## src/include/rst_seq_defines.vh

```
`ifndef RST_SEQ_DEFINES_VH
`define RST_SEQ_DEFINES_VH

// ****************************************
// register map (byte addresses)
// ****************************************
`define ADDR_CAUSE         8'h00
`define ADDR_CONFIG        8'h04
`define ADDR_OPTION        8'h08
`define ADDR_STATUS        8'h0c

// ****************************************
// field positions and reset values
// ****************************************
`define CAUSE_BROWNOUT_BIT 0
`define CAUSE_POWERON_BIT  1
`define CAUSE_RESET        2'b00
`define CFG_POWER_UP_DELAY_TIMER_DIS_BIT   0
`define CFG_WDT_EN_BIT     1
`define CFG_BOR_MSB        3
`define CFG_BOR_LSB        2
`define CFG_LEVEL_BIT      4
`define CFG_MODE_MSB       7
`define CFG_MODE_LSB       5
`define CONFIG_RESET       8'h0f
`define OPT_PSA_BIT        3
`define OPT_RATE_MSB       2
`define OPT_RATE_LSB       0
`define OPTION_RESET       8'hff

// ****************************************
// clock modes and brown-out encodings
// ****************************************
`define MODE_LP            3'h0
`define MODE_XT            3'h1
`define MODE_HS            3'h2
`define MODE_EXT_RC        3'h3
`define MODE_INTERNAL_OSC_MODE        3'h4
`define MODE_EXT_CLK       3'h5
`define MODE_SECONDARY_TIMER_OSC         3'h6
`define BOR_ALWAYS         2'b11
`define BOR_AWAKE          2'b10
`define BOR_LEVEL_LOW      1'b0

// ****************************************
// timing
// ****************************************
`define MS_PER_S           1000
`define CLK_PERIOD_NS      50
`define WDT_OSC_HZ         31000
`define POWER_UP_DELAY_TIMER_TIME_MS       64
`define POWER_UP_DELAY_TIMER_TICKS         ((`POWER_UP_DELAY_TIMER_TIME_MS * `WDT_OSC_HZ) / `MS_PER_S)
`define OST_PERIODS        1024
`define WDT_BASE_MS        17
`define WDT_BASE_TICKS     ((`WDT_BASE_MS * `WDT_OSC_HZ) / `MS_PER_S)
`define BOR_MIN_NS         100000
`define BOR_MIN_CYC        ((`BOR_MIN_NS + `CLK_PERIOD_NS - 1) / `CLK_PERIOD_NS)

`endif

```

## src/design/reset_timeout_watchdog_seq.v

```verilog
// The implementer's own choices: the register offsets and the APB register port.
`timescale 1ns/1ps
`default_nettype none
`include "rst_seq_defines.vh"

module reset_timeout_watchdog_seq (
	input  wire        CLK,
	input  wire        RSTN,
	input  wire        CE,
	input  wire        PSEL,
	input  wire        PENABLE,
	input  wire        PWRITE,
	input  wire [7:0]  PADDR,
	input  wire [31:0] PWDATA,
	output reg  [31:0] PRDATA,
	output reg         PREADY,
	output reg         PSLVERR,
	input  wire        POR_DETECT,
	input  wire        BROWNOUT_LOW,
	input  wire        OSC_TICK,
	input  wire        SYS_OSC_TICK,
	input  wire        EXT_RESET_N,
	input  wire        SLEEP,
	input  wire        WAKE,
	input  wire        WATCHDOG_CLEAR,
	input  wire        FLASH_ERASE,
	output reg         CORE_RESET,
	output reg         BOR_ARM,
	output reg         BOR_LEVEL,
	output reg         WDT_WAKE
);

	// ****************************************
	// constants
	// ****************************************
	localparam [3:0]  ST_HOLD = 4'h1;
	localparam [3:0]  ST_POWER_UP_DELAY_TIMER = 4'h2;
	localparam [3:0]  ST_OST  = 4'h4;
	localparam [3:0]  ST_RUN  = 4'h8;
	localparam [31:0] POWER_UP_DELAY_TIMER_N  = `POWER_UP_DELAY_TIMER_TICKS - 1;
	localparam [31:0] OST_N   = `OST_PERIODS - 1;
	localparam [31:0] WDT_N   = `WDT_BASE_TICKS - 1;
	localparam [31:0] BOR_N   = `BOR_MIN_CYC - 1;
	localparam [10:0] POWER_UP_DELAY_TIMER_LAST = POWER_UP_DELAY_TIMER_N[10:0];
	localparam [10:0] OST_LAST  = OST_N[10:0];
	localparam [9:0]  WDT_LAST  = WDT_N[9:0];
	localparam [10:0] BOR_LAST  = BOR_N[10:0];

	// ****************************************
	// decode functions
	// ****************************************
	function is_crystal;
		input [2:0] mode;
		begin
			is_crystal = (mode == `MODE_LP) || (mode == `MODE_XT) || (mode == `MODE_HS);
		end
	endfunction

	function bor_on;
		input [1:0] field;
		input       asleep;
		begin
			bor_on = (field == `BOR_ALWAYS) || ((field == `BOR_AWAKE) && !asleep);
		end
	endfunction

	function addr_ok;
		input [7:0] a;
		begin
			addr_ok = (a == `ADDR_CAUSE) || (a == `ADDR_CONFIG) ||
				(a == `ADDR_OPTION) || (a == `ADDR_STATUS);
		end
	endfunction

	// prescaler ratio is 1:2^rate when assigned, 1:1 otherwise
	function [7:0] presc_limit;
		input       assigned;
		input [2:0] sel;
		begin
			if (assigned)
				presc_limit = (8'h01 << sel) - 8'h01;
			else
				presc_limit = 8'h00;
		end
	endfunction

	// ****************************************
	// state
	// ****************************************
	reg  [1:0]  cause;
	reg  [7:0]  cfg_word;
	reg  [7:0]  option;
	reg  [3:0]  state;
	reg  [3:0]  next_state;
	reg  [10:0] power_up_delay_timer_cnt;
	reg  [10:0] ost_cnt;
	reg  [10:0] bor_cnt;
	reg  [9:0]  wdt_base;
	reg  [7:0]  wdt_pre;
	reg         wake_ost;
	reg         wdt_rst;
	reg  [31:0] rd_mux;

	// ****************************************
	// configuration fields
	// ****************************************
	wire       power_up_delay_timer_dis  = cfg_word[`CFG_POWER_UP_DELAY_TIMER_DIS_BIT];
	wire       wdt_en    = cfg_word[`CFG_WDT_EN_BIT];
	wire [1:0] bor_field = cfg_word[`CFG_BOR_MSB:`CFG_BOR_LSB];
	wire [2:0] mode      = cfg_word[`CFG_MODE_MSB:`CFG_MODE_LSB];
	wire       crystal   = is_crystal(mode);
	wire       prescaler_assign       = option[`OPT_PSA_BIT];
	wire [2:0] rate      = option[`OPT_RATE_MSB:`OPT_RATE_LSB];

	wire       bor_armed = FLASH_ERASE | bor_on(bor_field, SLEEP);
	wire       bor_trip  = bor_armed & BROWNOUT_LOW & (bor_cnt == BOR_LAST);
	wire       supply_ok = !POR_DETECT && !(bor_armed && BROWNOUT_LOW);


	// ****************************************
	// bus and sequencer decode
	// ****************************************
	wire       apb_setup  = PSEL & PENABLE & !PREADY;
	wire       apb_write  = PSEL & PENABLE & PREADY & PWRITE;
	wire       wr_cause   = apb_write && (PADDR == `ADDR_CAUSE);
	wire       wr_config  = apb_write && (PADDR == `ADDR_CONFIG);
	wire       wr_option  = apb_write && (PADDR == `ADDR_OPTION);
	wire       ost_active = (state == ST_OST) | wake_ost;
	wire       ost_done   = SYS_OSC_TICK && (ost_cnt == OST_LAST);

	// ****************************************
	// brown-out glitch filter
	// ****************************************
	// a glitch shorter than the minimum never trips, however steep the edge
	always @(posedge CLK) begin
		if (!RSTN) begin
			bor_cnt   <= 11'h000;
		end else if (CE) begin
			if (!(bor_armed && BROWNOUT_LOW))
				bor_cnt <= 11'h000;
			else if (bor_cnt != BOR_LAST)
				bor_cnt <= bor_cnt + 11'h001;
		end
	end

	// ****************************************
	// comparator control
	// ****************************************
	// erase overrides the configured level so protection logic stays covered
	always @(posedge CLK) begin
		if (!RSTN) begin
			BOR_ARM   <= 1'b0;
			BOR_LEVEL <= `BOR_LEVEL_LOW;
		end else if (CE) begin
			BOR_ARM <= bor_armed;
			if (FLASH_ERASE)
				BOR_LEVEL <= `BOR_LEVEL_LOW;
			else
				BOR_LEVEL <= cfg_word[`CFG_LEVEL_BIT];
		end
	end

	// ****************************************
	// time-out sequencer
	// ****************************************
	always @* begin
		next_state = state;
		case (state)
		ST_HOLD: begin
			if (supply_ok) begin
				if (!power_up_delay_timer_dis)
					next_state = ST_POWER_UP_DELAY_TIMER;
				else if (crystal)
					next_state = ST_OST;
				else
					next_state = ST_RUN;
			end
		end
		ST_POWER_UP_DELAY_TIMER: begin
			if (OSC_TICK && power_up_delay_timer_cnt == POWER_UP_DELAY_TIMER_LAST) begin
				if (crystal)
					next_state = ST_OST;
				else
					next_state = ST_RUN;
			end
		end
		ST_OST: begin
			if (ost_done)
				next_state = ST_RUN;
		end
		ST_RUN: begin
			next_state = ST_RUN;
		end
		default: begin
			next_state = ST_HOLD;
		end
		endcase
		if (POR_DETECT || bor_trip)
			next_state = ST_HOLD;
	end

	// external pin is not looked at here, so time-outs run on beneath it
	always @(posedge CLK) begin
		if (!RSTN) begin
			state    <= ST_HOLD;
			power_up_delay_timer_cnt <= 11'h000;
			ost_cnt  <= 11'h000;
			wake_ost <= 1'b0;
		end else if (CE) begin
			state <= next_state;
			if (next_state != ST_POWER_UP_DELAY_TIMER || state != ST_POWER_UP_DELAY_TIMER)
				power_up_delay_timer_cnt <= 11'h000;
			else if (OSC_TICK)
				power_up_delay_timer_cnt <= power_up_delay_timer_cnt + 11'h001;
			if (!ost_active || ost_done)
				ost_cnt <= 11'h000;
			else if (SYS_OSC_TICK)
				ost_cnt <= ost_cnt + 11'h001;
			if (WAKE && state == ST_RUN && crystal)
				wake_ost <= 1'b1;
			else if (ost_done || state != ST_RUN)
				wake_ost <= 1'b0;
		end
	end

	// ****************************************
	// watchdog
	// ****************************************
	// the start-up counts use their own counters; this one stays cleared until the run state
	wire       wdt_hold = !wdt_en || WATCHDOG_CLEAR || (WAKE && !crystal) ||
		wake_ost || state != ST_RUN;
	wire [7:0] pre_lim  = presc_limit(prescaler_assign, rate);
	wire       wdt_exp  = !wdt_hold && OSC_TICK && wdt_base == WDT_LAST && wdt_pre == pre_lim;

	always @(posedge CLK) begin
		if (!RSTN) begin
			wdt_base <= 10'h000;
			wdt_pre  <= 8'h00;
		end else if (CE) begin
			if (wdt_hold) begin
				wdt_base <= 10'h000;
				wdt_pre  <= 8'h00;
			end else if (OSC_TICK) begin
				if (wdt_base == WDT_LAST) begin
					wdt_base <= 10'h000;
					wdt_pre  <= (wdt_pre == pre_lim) ? 8'h00 : wdt_pre + 8'h01;
				end else begin
					wdt_base <= wdt_base + 10'h001;
				end
			end
		end
	end

	// ****************************************
	// watchdog expiry
	// ****************************************
	// expiry in sleep only wakes the core; awake it pulses the core reset
	always @(posedge CLK) begin
		if (!RSTN) begin
			wdt_rst  <= 1'b0;
			WDT_WAKE <= 1'b0;
		end else if (CE) begin
			wdt_rst  <= wdt_exp & !SLEEP;
			WDT_WAKE <= wdt_exp & SLEEP;
		end
	end

	// ****************************************
	// core reset
	// ****************************************
	wire       reset_req = (next_state != ST_RUN) ||
		!EXT_RESET_N ||
		wdt_rst;

	always @(posedge CLK) begin
		if (!RSTN) begin
			CORE_RESET <= 1'b1;
		end else if (CE) begin
			CORE_RESET <= reset_req;
		end
	end

	// ****************************************
	// reset cause flags
	// ****************************************
	// hardware clearing beats a software write in the same cycle
	always @(posedge CLK) begin
		if (!RSTN) begin
			cause <= `CAUSE_RESET;
		end else if (CE) begin
			if (POR_DETECT)
				cause[`CAUSE_POWERON_BIT] <= 1'b0;
			else if (wr_cause)
				cause[`CAUSE_POWERON_BIT] <= PWDATA[`CAUSE_POWERON_BIT];
			if (bor_trip)
				cause[`CAUSE_BROWNOUT_BIT] <= 1'b0;
			else if (wr_cause)
				cause[`CAUSE_BROWNOUT_BIT] <= PWDATA[`CAUSE_BROWNOUT_BIT];
		end
	end

	// ****************************************
	// apb slave
	// ****************************************
	always @* begin
		rd_mux = 32'h0000_0000;
		case (PADDR)
		`ADDR_CAUSE:  rd_mux[1:0] = cause;
		`ADDR_CONFIG: rd_mux[7:0] = cfg_word;
		`ADDR_OPTION: rd_mux[7:0] = option;
		`ADDR_STATUS: rd_mux[5:0] = {CORE_RESET, wake_ost, state};
		default:      rd_mux = 32'h0000_0000;
		endcase
	end

	// one wait state: pready rises the cycle after the access phase begins
	always @(posedge CLK) begin
		if (!RSTN) begin
			PREADY  <= 1'b0;
			PRDATA  <= 32'h0000_0000;
			PSLVERR <= 1'b0;
		end else if (CE) begin
			PREADY  <= apb_setup;
			PSLVERR <= apb_setup & !addr_ok(PADDR);
			if (apb_setup)
				PRDATA <= PWRITE ? 32'h0000_0000 : rd_mux;
		end
	end

	// ****************************************
	// configuration register
	// ****************************************
	always @(posedge CLK) begin
		if (!RSTN) begin
			cfg_word <= `CONFIG_RESET;
		end else if (CE) begin
			if (wr_config)
				cfg_word <= PWDATA[7:0];
		end
	end

	// ****************************************
	// timer option register
	// ****************************************
	always @(posedge CLK) begin
		if (!RSTN) begin
			option <= `OPTION_RESET;
		end else if (CE) begin
			if (wr_option)
				option <= PWDATA[7:0];
		end
	end

endmodule // reset_timeout_watchdog_seq

`default_nettype wire

```

## config.mk

```make
export PLATFORM = sky130hd
export DESIGN_NAME = reset_timeout_watchdog_seq
export DESIGN_NICKNAME = d
export VERILOG_FILES = /design/src/design/reset_timeout_watchdog_seq.v
export VERILOG_INCLUDE_DIRS = /design/src /design/src/include
export SDC_FILE = /design/constraint.sdc
export NUM_CORES = 1
export LEC_CHECK = 0
export ABC_AREA = 1
export BUFFER_PORTS_ARGS = -buffer_cell sky130_fd_sc_hd__buf_2
export CAP_MARGIN = 0
export CORE_MARGIN = 3
export CORE_UTILIZATION = 40
export CTS_CLUSTER_DIAMETER = 100
export CTS_CLUSTER_SIZE = 30
export DETAILED_ROUTE_END_ITERATION = 16
export GPL_ROUTABILITY_DRIVEN = 0
export PLACE_DENSITY_LB_ADDON = 0.25
export SKIP_LAST_GASP = 1
export SYNTH_ARGS = -nofsm -noshare
export SYNTH_HDL_FRONTEND = slang
export SYNTH_SLANG_ARGS = --single-unit
```

## constraint.sdc

```tcl
create_clock -name CLK -period 2.4 [get_ports CLK]
set_input_delay 0.24 -clock CLK [delete_from_list [all_inputs] [get_ports CLK]]
set_output_delay 0.24 -clock CLK [all_outputs]
set_load 0.005 [all_outputs]
```

==> tab_implementation.tex <==
\begin{tabular}{lr}
\hline
Metric & Value \\
\hline
\multicolumn{2}{l}{\textbf{Worst setup path}} \\
\quad Flop2flop setup slack & 0.33 ns \\
\quad Largest fanout on the critical path & 14 \\
\quad Worst setup EP type & flip-flop \\
\quad Type of the worst setup path & reg -> reg \\
\quad Reg2Reg Depth & 11 \\
\quad WP data required & 2.68 ns \\
\quad Nature of the critical path startpoint & flip-flop \\
\quad Arrival time reported for the critical path endpoint & 2.35 ns \\
\multicolumn{2}{l}{\textbf{Route}} \\
\quad WL met2 & 5730 um \\
\quad Overall routed net length & 12,800 um \\
\quad Wire per inst & 12.9 um \\
\quad Number of detailed-routing iterations run before antenna repair & 5 \\
\quad Post-route ant nets & 0 \\
\quad DR DRC count & 0 \\
\quad Routed length on met3 & 612 um \\
\quad Topmost layer with routed signal wires & met4 \\
\quad Number of vias per cell & 4.90 \\
\quad First-iteration detailed-routing DRC count & 302 \\
\quad Via count & 4,882 \\
\quad Met1 Wirelength & 6360 um \\
\multicolumn{2}{l}{\textbf{Placement}} \\
\quad Total half-perimeter wirelength after legalization and detailed placement & 9430 um \\
\quad I/O Buffers & 44 \\
\multicolumn{2}{l}{\textbf{Logic synthesis}} \\
\quad Largest family of logic cells by synthesized area & simple AND/OR/NAND/NOR gates \\
\quad Mapped Cells & 777 \\
\quad Number of synthesized flops with an enable pin & 0 \\
\quad Proportion of synthesized area in mux cells & 0 \\
\quad Summed instance area of the synthesized netlist & 5370 um\^{}2 \\
\quad Ys Warns & 0 \\
\quad Predominant post-synthesis flop cell & sky130\_fd\_sc\_hd\_\_dfxtp\_1 \\
\quad Post-synthesis share of cell area spent on full adders, half adders and majority gates & 0.0163 \\
\quad Netlist cell types & 50 \\
\quad Average instance area after synthesis & 6.91 um\^{}2 \\
\quad Flops \& latches, synth & 89 \\
\quad Post-synthesis compound-gate area fraction & 0.129 \\
\quad Area fraction in and, or, nand and nor cells after synthesis & 0.368 \\
\quad Sequential area share after synthesis & 0.332 \\
\quad Fraction of synthesized cell area in xor and xnor cells & 0.0245 \\
\quad Fraction of registers with async set or reset after synthesis & 0 \\
\multicolumn{2}{l}{\textbf{Floorplanning}} \\
\quad Std-Cell Rows & 41 \\
\quad Num ports & 93 \\
\quad Die extent in y & 122 um \\
\quad Die outline area & 14,900 um\^{}2 \\
\quad Effective utilization at floorplan & 0.417 \\
\quad Horizontal die dimension & 122 um \\
\quad Core Region & 12,900 um\^{}2 \\
\multicolumn{2}{l}{\textbf{Layout}} \\
\quad Area occupied by registers & 1780 um\^{}2 \\
\quad Multi-input gate area in the final layout & 2980 um\^{}2 \\
\quad Leading cell type in the layout, fill and taps excluded & sky130\_fd\_sc\_hd\_\_nand2\_1 \\
\quad Count of inserted antenna diode cells & 0 \\
\quad Final net count & 881 \\
\quad Layout cell share with drive strength beyond 1 & 0.144 \\
\quad Synth-to-layout area growth & 11.2\% \\
\quad Most frequent cells in the layout & sky130\_fd\_sc\_hd\_\_nand2\_1, sky130\_fd\_sc\_hd\_\_dfxtp\_1, sky130\_fd\_sc\_hd\_\_nor2\_1 \\
\quad Number of inserted filler cells in the final layout & 1,363 \\
\multicolumn{2}{l}{\textbf{STA}} \\
\quad Setup repair after global routing missed its margin & false \\
\quad Total setup violations reported at the end of the flow & 0 \\
\quad Number of hold violations in the final report & 0 \\
\quad Final Max Slew Viols & 0 \\
\quad Max Clk Rate & 0.484 GHz \\
\quad Sum Neg Setup Slack & 0 ns \\
\quad Share of the cycle needed by the critical path after routing & 0.861 \\
\quad Crit path time final & 2.07 ns \\
\quad Clock Skew & 0.00866 ns \\
\multicolumn{2}{l}{\textbf{Global routing}} \\
\quad GR Util All Layers & 0.179 \\
\quad Vias in the first global route & 4,358 \\
\quad GRT overflow & 0 \\
\quad Initial antenna violation count & 0 \\
\quad Maximum number of pins on one net before global-route repair & 32 \\
\quad Global-route wire length before repair & 21,400 um \\
\multicolumn{2}{l}{\textbf{CTS}} \\
\quad Count of hold buffers inserted by post-cts repair & 0 \\
\quad Root Driver & sky130\_fd\_sc\_hd\_\_clkbuf\_16 \\
\quad Number of setup buffers added after CTS & 0 \\
\quad Clock Sink Count & 89 \\
\quad Insertion delay to the later sink of the worst-skew pair & 0.35 ns \\
\quad Max clock buf depth & 2 \\
\quad CTS clock-pin slew for the worst setup and hold paths & 0.07 ns \\
\quad Number of buffers inserted during clock tree synthesis & 9 \\
\quad CTS tree & built \\
\quad H-Tree Level Count & 3 \\
\multicolumn{2}{l}{\textbf{Run}} \\
\quad MaxCap Viol Count & 0 \\
\multicolumn{2}{l}{\textbf{Min path}} \\
\quad WHS Path Cells & 3 \\
\quad Type of the most critical hold path & in -> reg \\
\multicolumn{2}{l}{\textbf{Pwr}} \\
\quad Worst VDD drop & 337 uV \\
\quad Pwr/cell area & 580 nW/um\^{}2 \\
\quad Leakage power figure & 2.56 nW \\
\quad Overall Power & 3.47 mW \\
\multicolumn{2}{l}{\textbf{Outcome}} \\
\quad Result of the run & finished, final reports clean \\
\hline
\end{tabular}
## synth_stat cells (5+ instances only)
| cell type | n | area, um^2 |
|---|---|---|
| sky130_fd_sc_hd__a211oi_1 | 6 | 45.0 |
| sky130_fd_sc_hd__a21oi_1 | 48 | 240 |
| sky130_fd_sc_hd__buf_4 | 25 | 188 |
| sky130_fd_sc_hd__clkbuf_1 | 7 | 26.3 |
| sky130_fd_sc_hd__dfxtp_1 | 89 | 1780 |
| sky130_fd_sc_hd__ha_1 | 7 | 87.6 |
| sky130_fd_sc_hd__inv_1 | 85 | 319 |
| sky130_fd_sc_hd__inv_2 | 5 | 18.8 |
| sky130_fd_sc_hd__nand2_1 | 179 | 672 |
| sky130_fd_sc_hd__nand3_1 | 58 | 290 |
| sky130_fd_sc_hd__nand3_2 | 7 | 70.1 |
| sky130_fd_sc_hd__nand4_1 | 31 | 194 |
| sky130_fd_sc_hd__nor2_1 | 86 | 323 |
| sky130_fd_sc_hd__nor2_2 | 10 | 62.6 |
| sky130_fd_sc_hd__nor2_4 | 5 | 56.3 |
| sky130_fd_sc_hd__nor3_1 | 15 | 75.1 |
| sky130_fd_sc_hd__nor3b_1 | 6 | 45.0 |
| sky130_fd_sc_hd__o211ai_1 | 10 | 75.1 |
| sky130_fd_sc_hd__o21ai_0 | 17 | 85.1 |
| sky130_fd_sc_hd__o21ai_1 | 7 | 35.0 |
| sky130_fd_sc_hd__o21bai_1 | 5 | 37.5 |
| sky130_fd_sc_hd__xor2_1 | 12 | 105 |
## critical path, cell delays in order, from the launching register on
cell and delay [ns]:
sky130_fd_sc_hd__dfxtp_1 0.45, sky130_fd_sc_hd__ha_1 0.24, sky130_fd_sc_hd__nand3_1 0.18, sky130_fd_sc_hd__nor2_2 0.17
sky130_fd_sc_hd__nand3_1 0.13, sky130_fd_sc_hd__nand2_2 0.11, sky130_fd_sc_hd__nand2_4 0.10, sky130_fd_sc_hd__nand4_4 0.22
sky130_fd_sc_hd__nand2_2 0.15, sky130_fd_sc_hd__nand2_1 0.09, sky130_fd_sc_hd__nand2_1 0.04, sky130_fd_sc_hd__nor2_1 0.10
## path summary, 6_finish.rpt
check,end,startpoint
worst max-delay path,power_up_delay_timer_cnt[5],power_up_delay_timer_cnt[0]
worst min-delay path,cfg_word[4],PWDATA[4]
worst max register to register,power_up_delay_timer_cnt[5],power_up_delay_timer_cnt[0]
worst min register to register,cause[1],cause[1]
## cell families (layout without fill, tap and decap cells)
kind of cell	Yosys count	in the layout
xor+xnor	15	15
flops	89	89
buf+inv	136	160
compound gates	113	113
other cells	1	24
simple gates	416	416
fa+ha+maj	7	7
## routing by layer
| metal | up-vias | global-route usage |
|---|---|---|
| met1 | 2176 | 0.250 |
| met4 | 0 | 0.0546 |
| met5 | - | 0 |
| li1 | 2595 | - |
| met2 | 103 | 0.281 |
| met3 | 8 | 0.0339 |
## power by group
| group | total (mW) | leakage (nW) | switching, mW | internal, mW |
|---|---|---|---|---|
| registers | 1.52 | 0.721 | 0.0233 | 1.50 |
| clock network | 1.70 | 0.175 | 0.600 | 1.10 |
| logic | 0.242 | 1.66 | 0.166 | 0.0764 |
| total | 3.47 | 2.56 | 0.789 | 2.68 |
## registers in the layout, summed over array words and instances, names as in the netlist, 8 cells and up
signal	cells
PRDATA	8
bor_cnt	11
cfg_word	8
option	8
ost_cnt	11
power_up_delay_timer_cnt	11
wdt_base	10
wdt_pre	8
## timing repair
action,in CTS,in global routing
resized for setup,0,2
setup endpoints to repair,0,8
endpoints found under the hold margin,0,0
## cell type report
type / count / share of cell area
multi-input cells: 575 / 0.499
flip-flops and latches: 89 / 0.298
repair buffers: 53 / 0.0482
well taps: 172 / 0.0360
clock inverters: 4 / 0.0163
inverters: 91 / 0.0576
clock buffers: 12 / 0.0446
## stage by stage
stage | cells | utilization | area (um^2) | hold WS, ns | setup WS (ns)
after floorplan | 800 | - | 5460 | 0.370 | 0.489
after global placement | 980 | 0.436 | 5610 | 0.436 | 0.306
after detailed placement | 980 | 0.436 | 5610 | 0.438 | 0.278
after CTS | 996 | 0.464 | 5970 | 0.148 | 0.268
after global routing | 996 | 0.464 | 5980 | 0.157 | 0.0152
final | 996 | 0.464 | 5980 | 0.165 | 0.334
No activity file was read; power rests on OpenSTA's default activity.
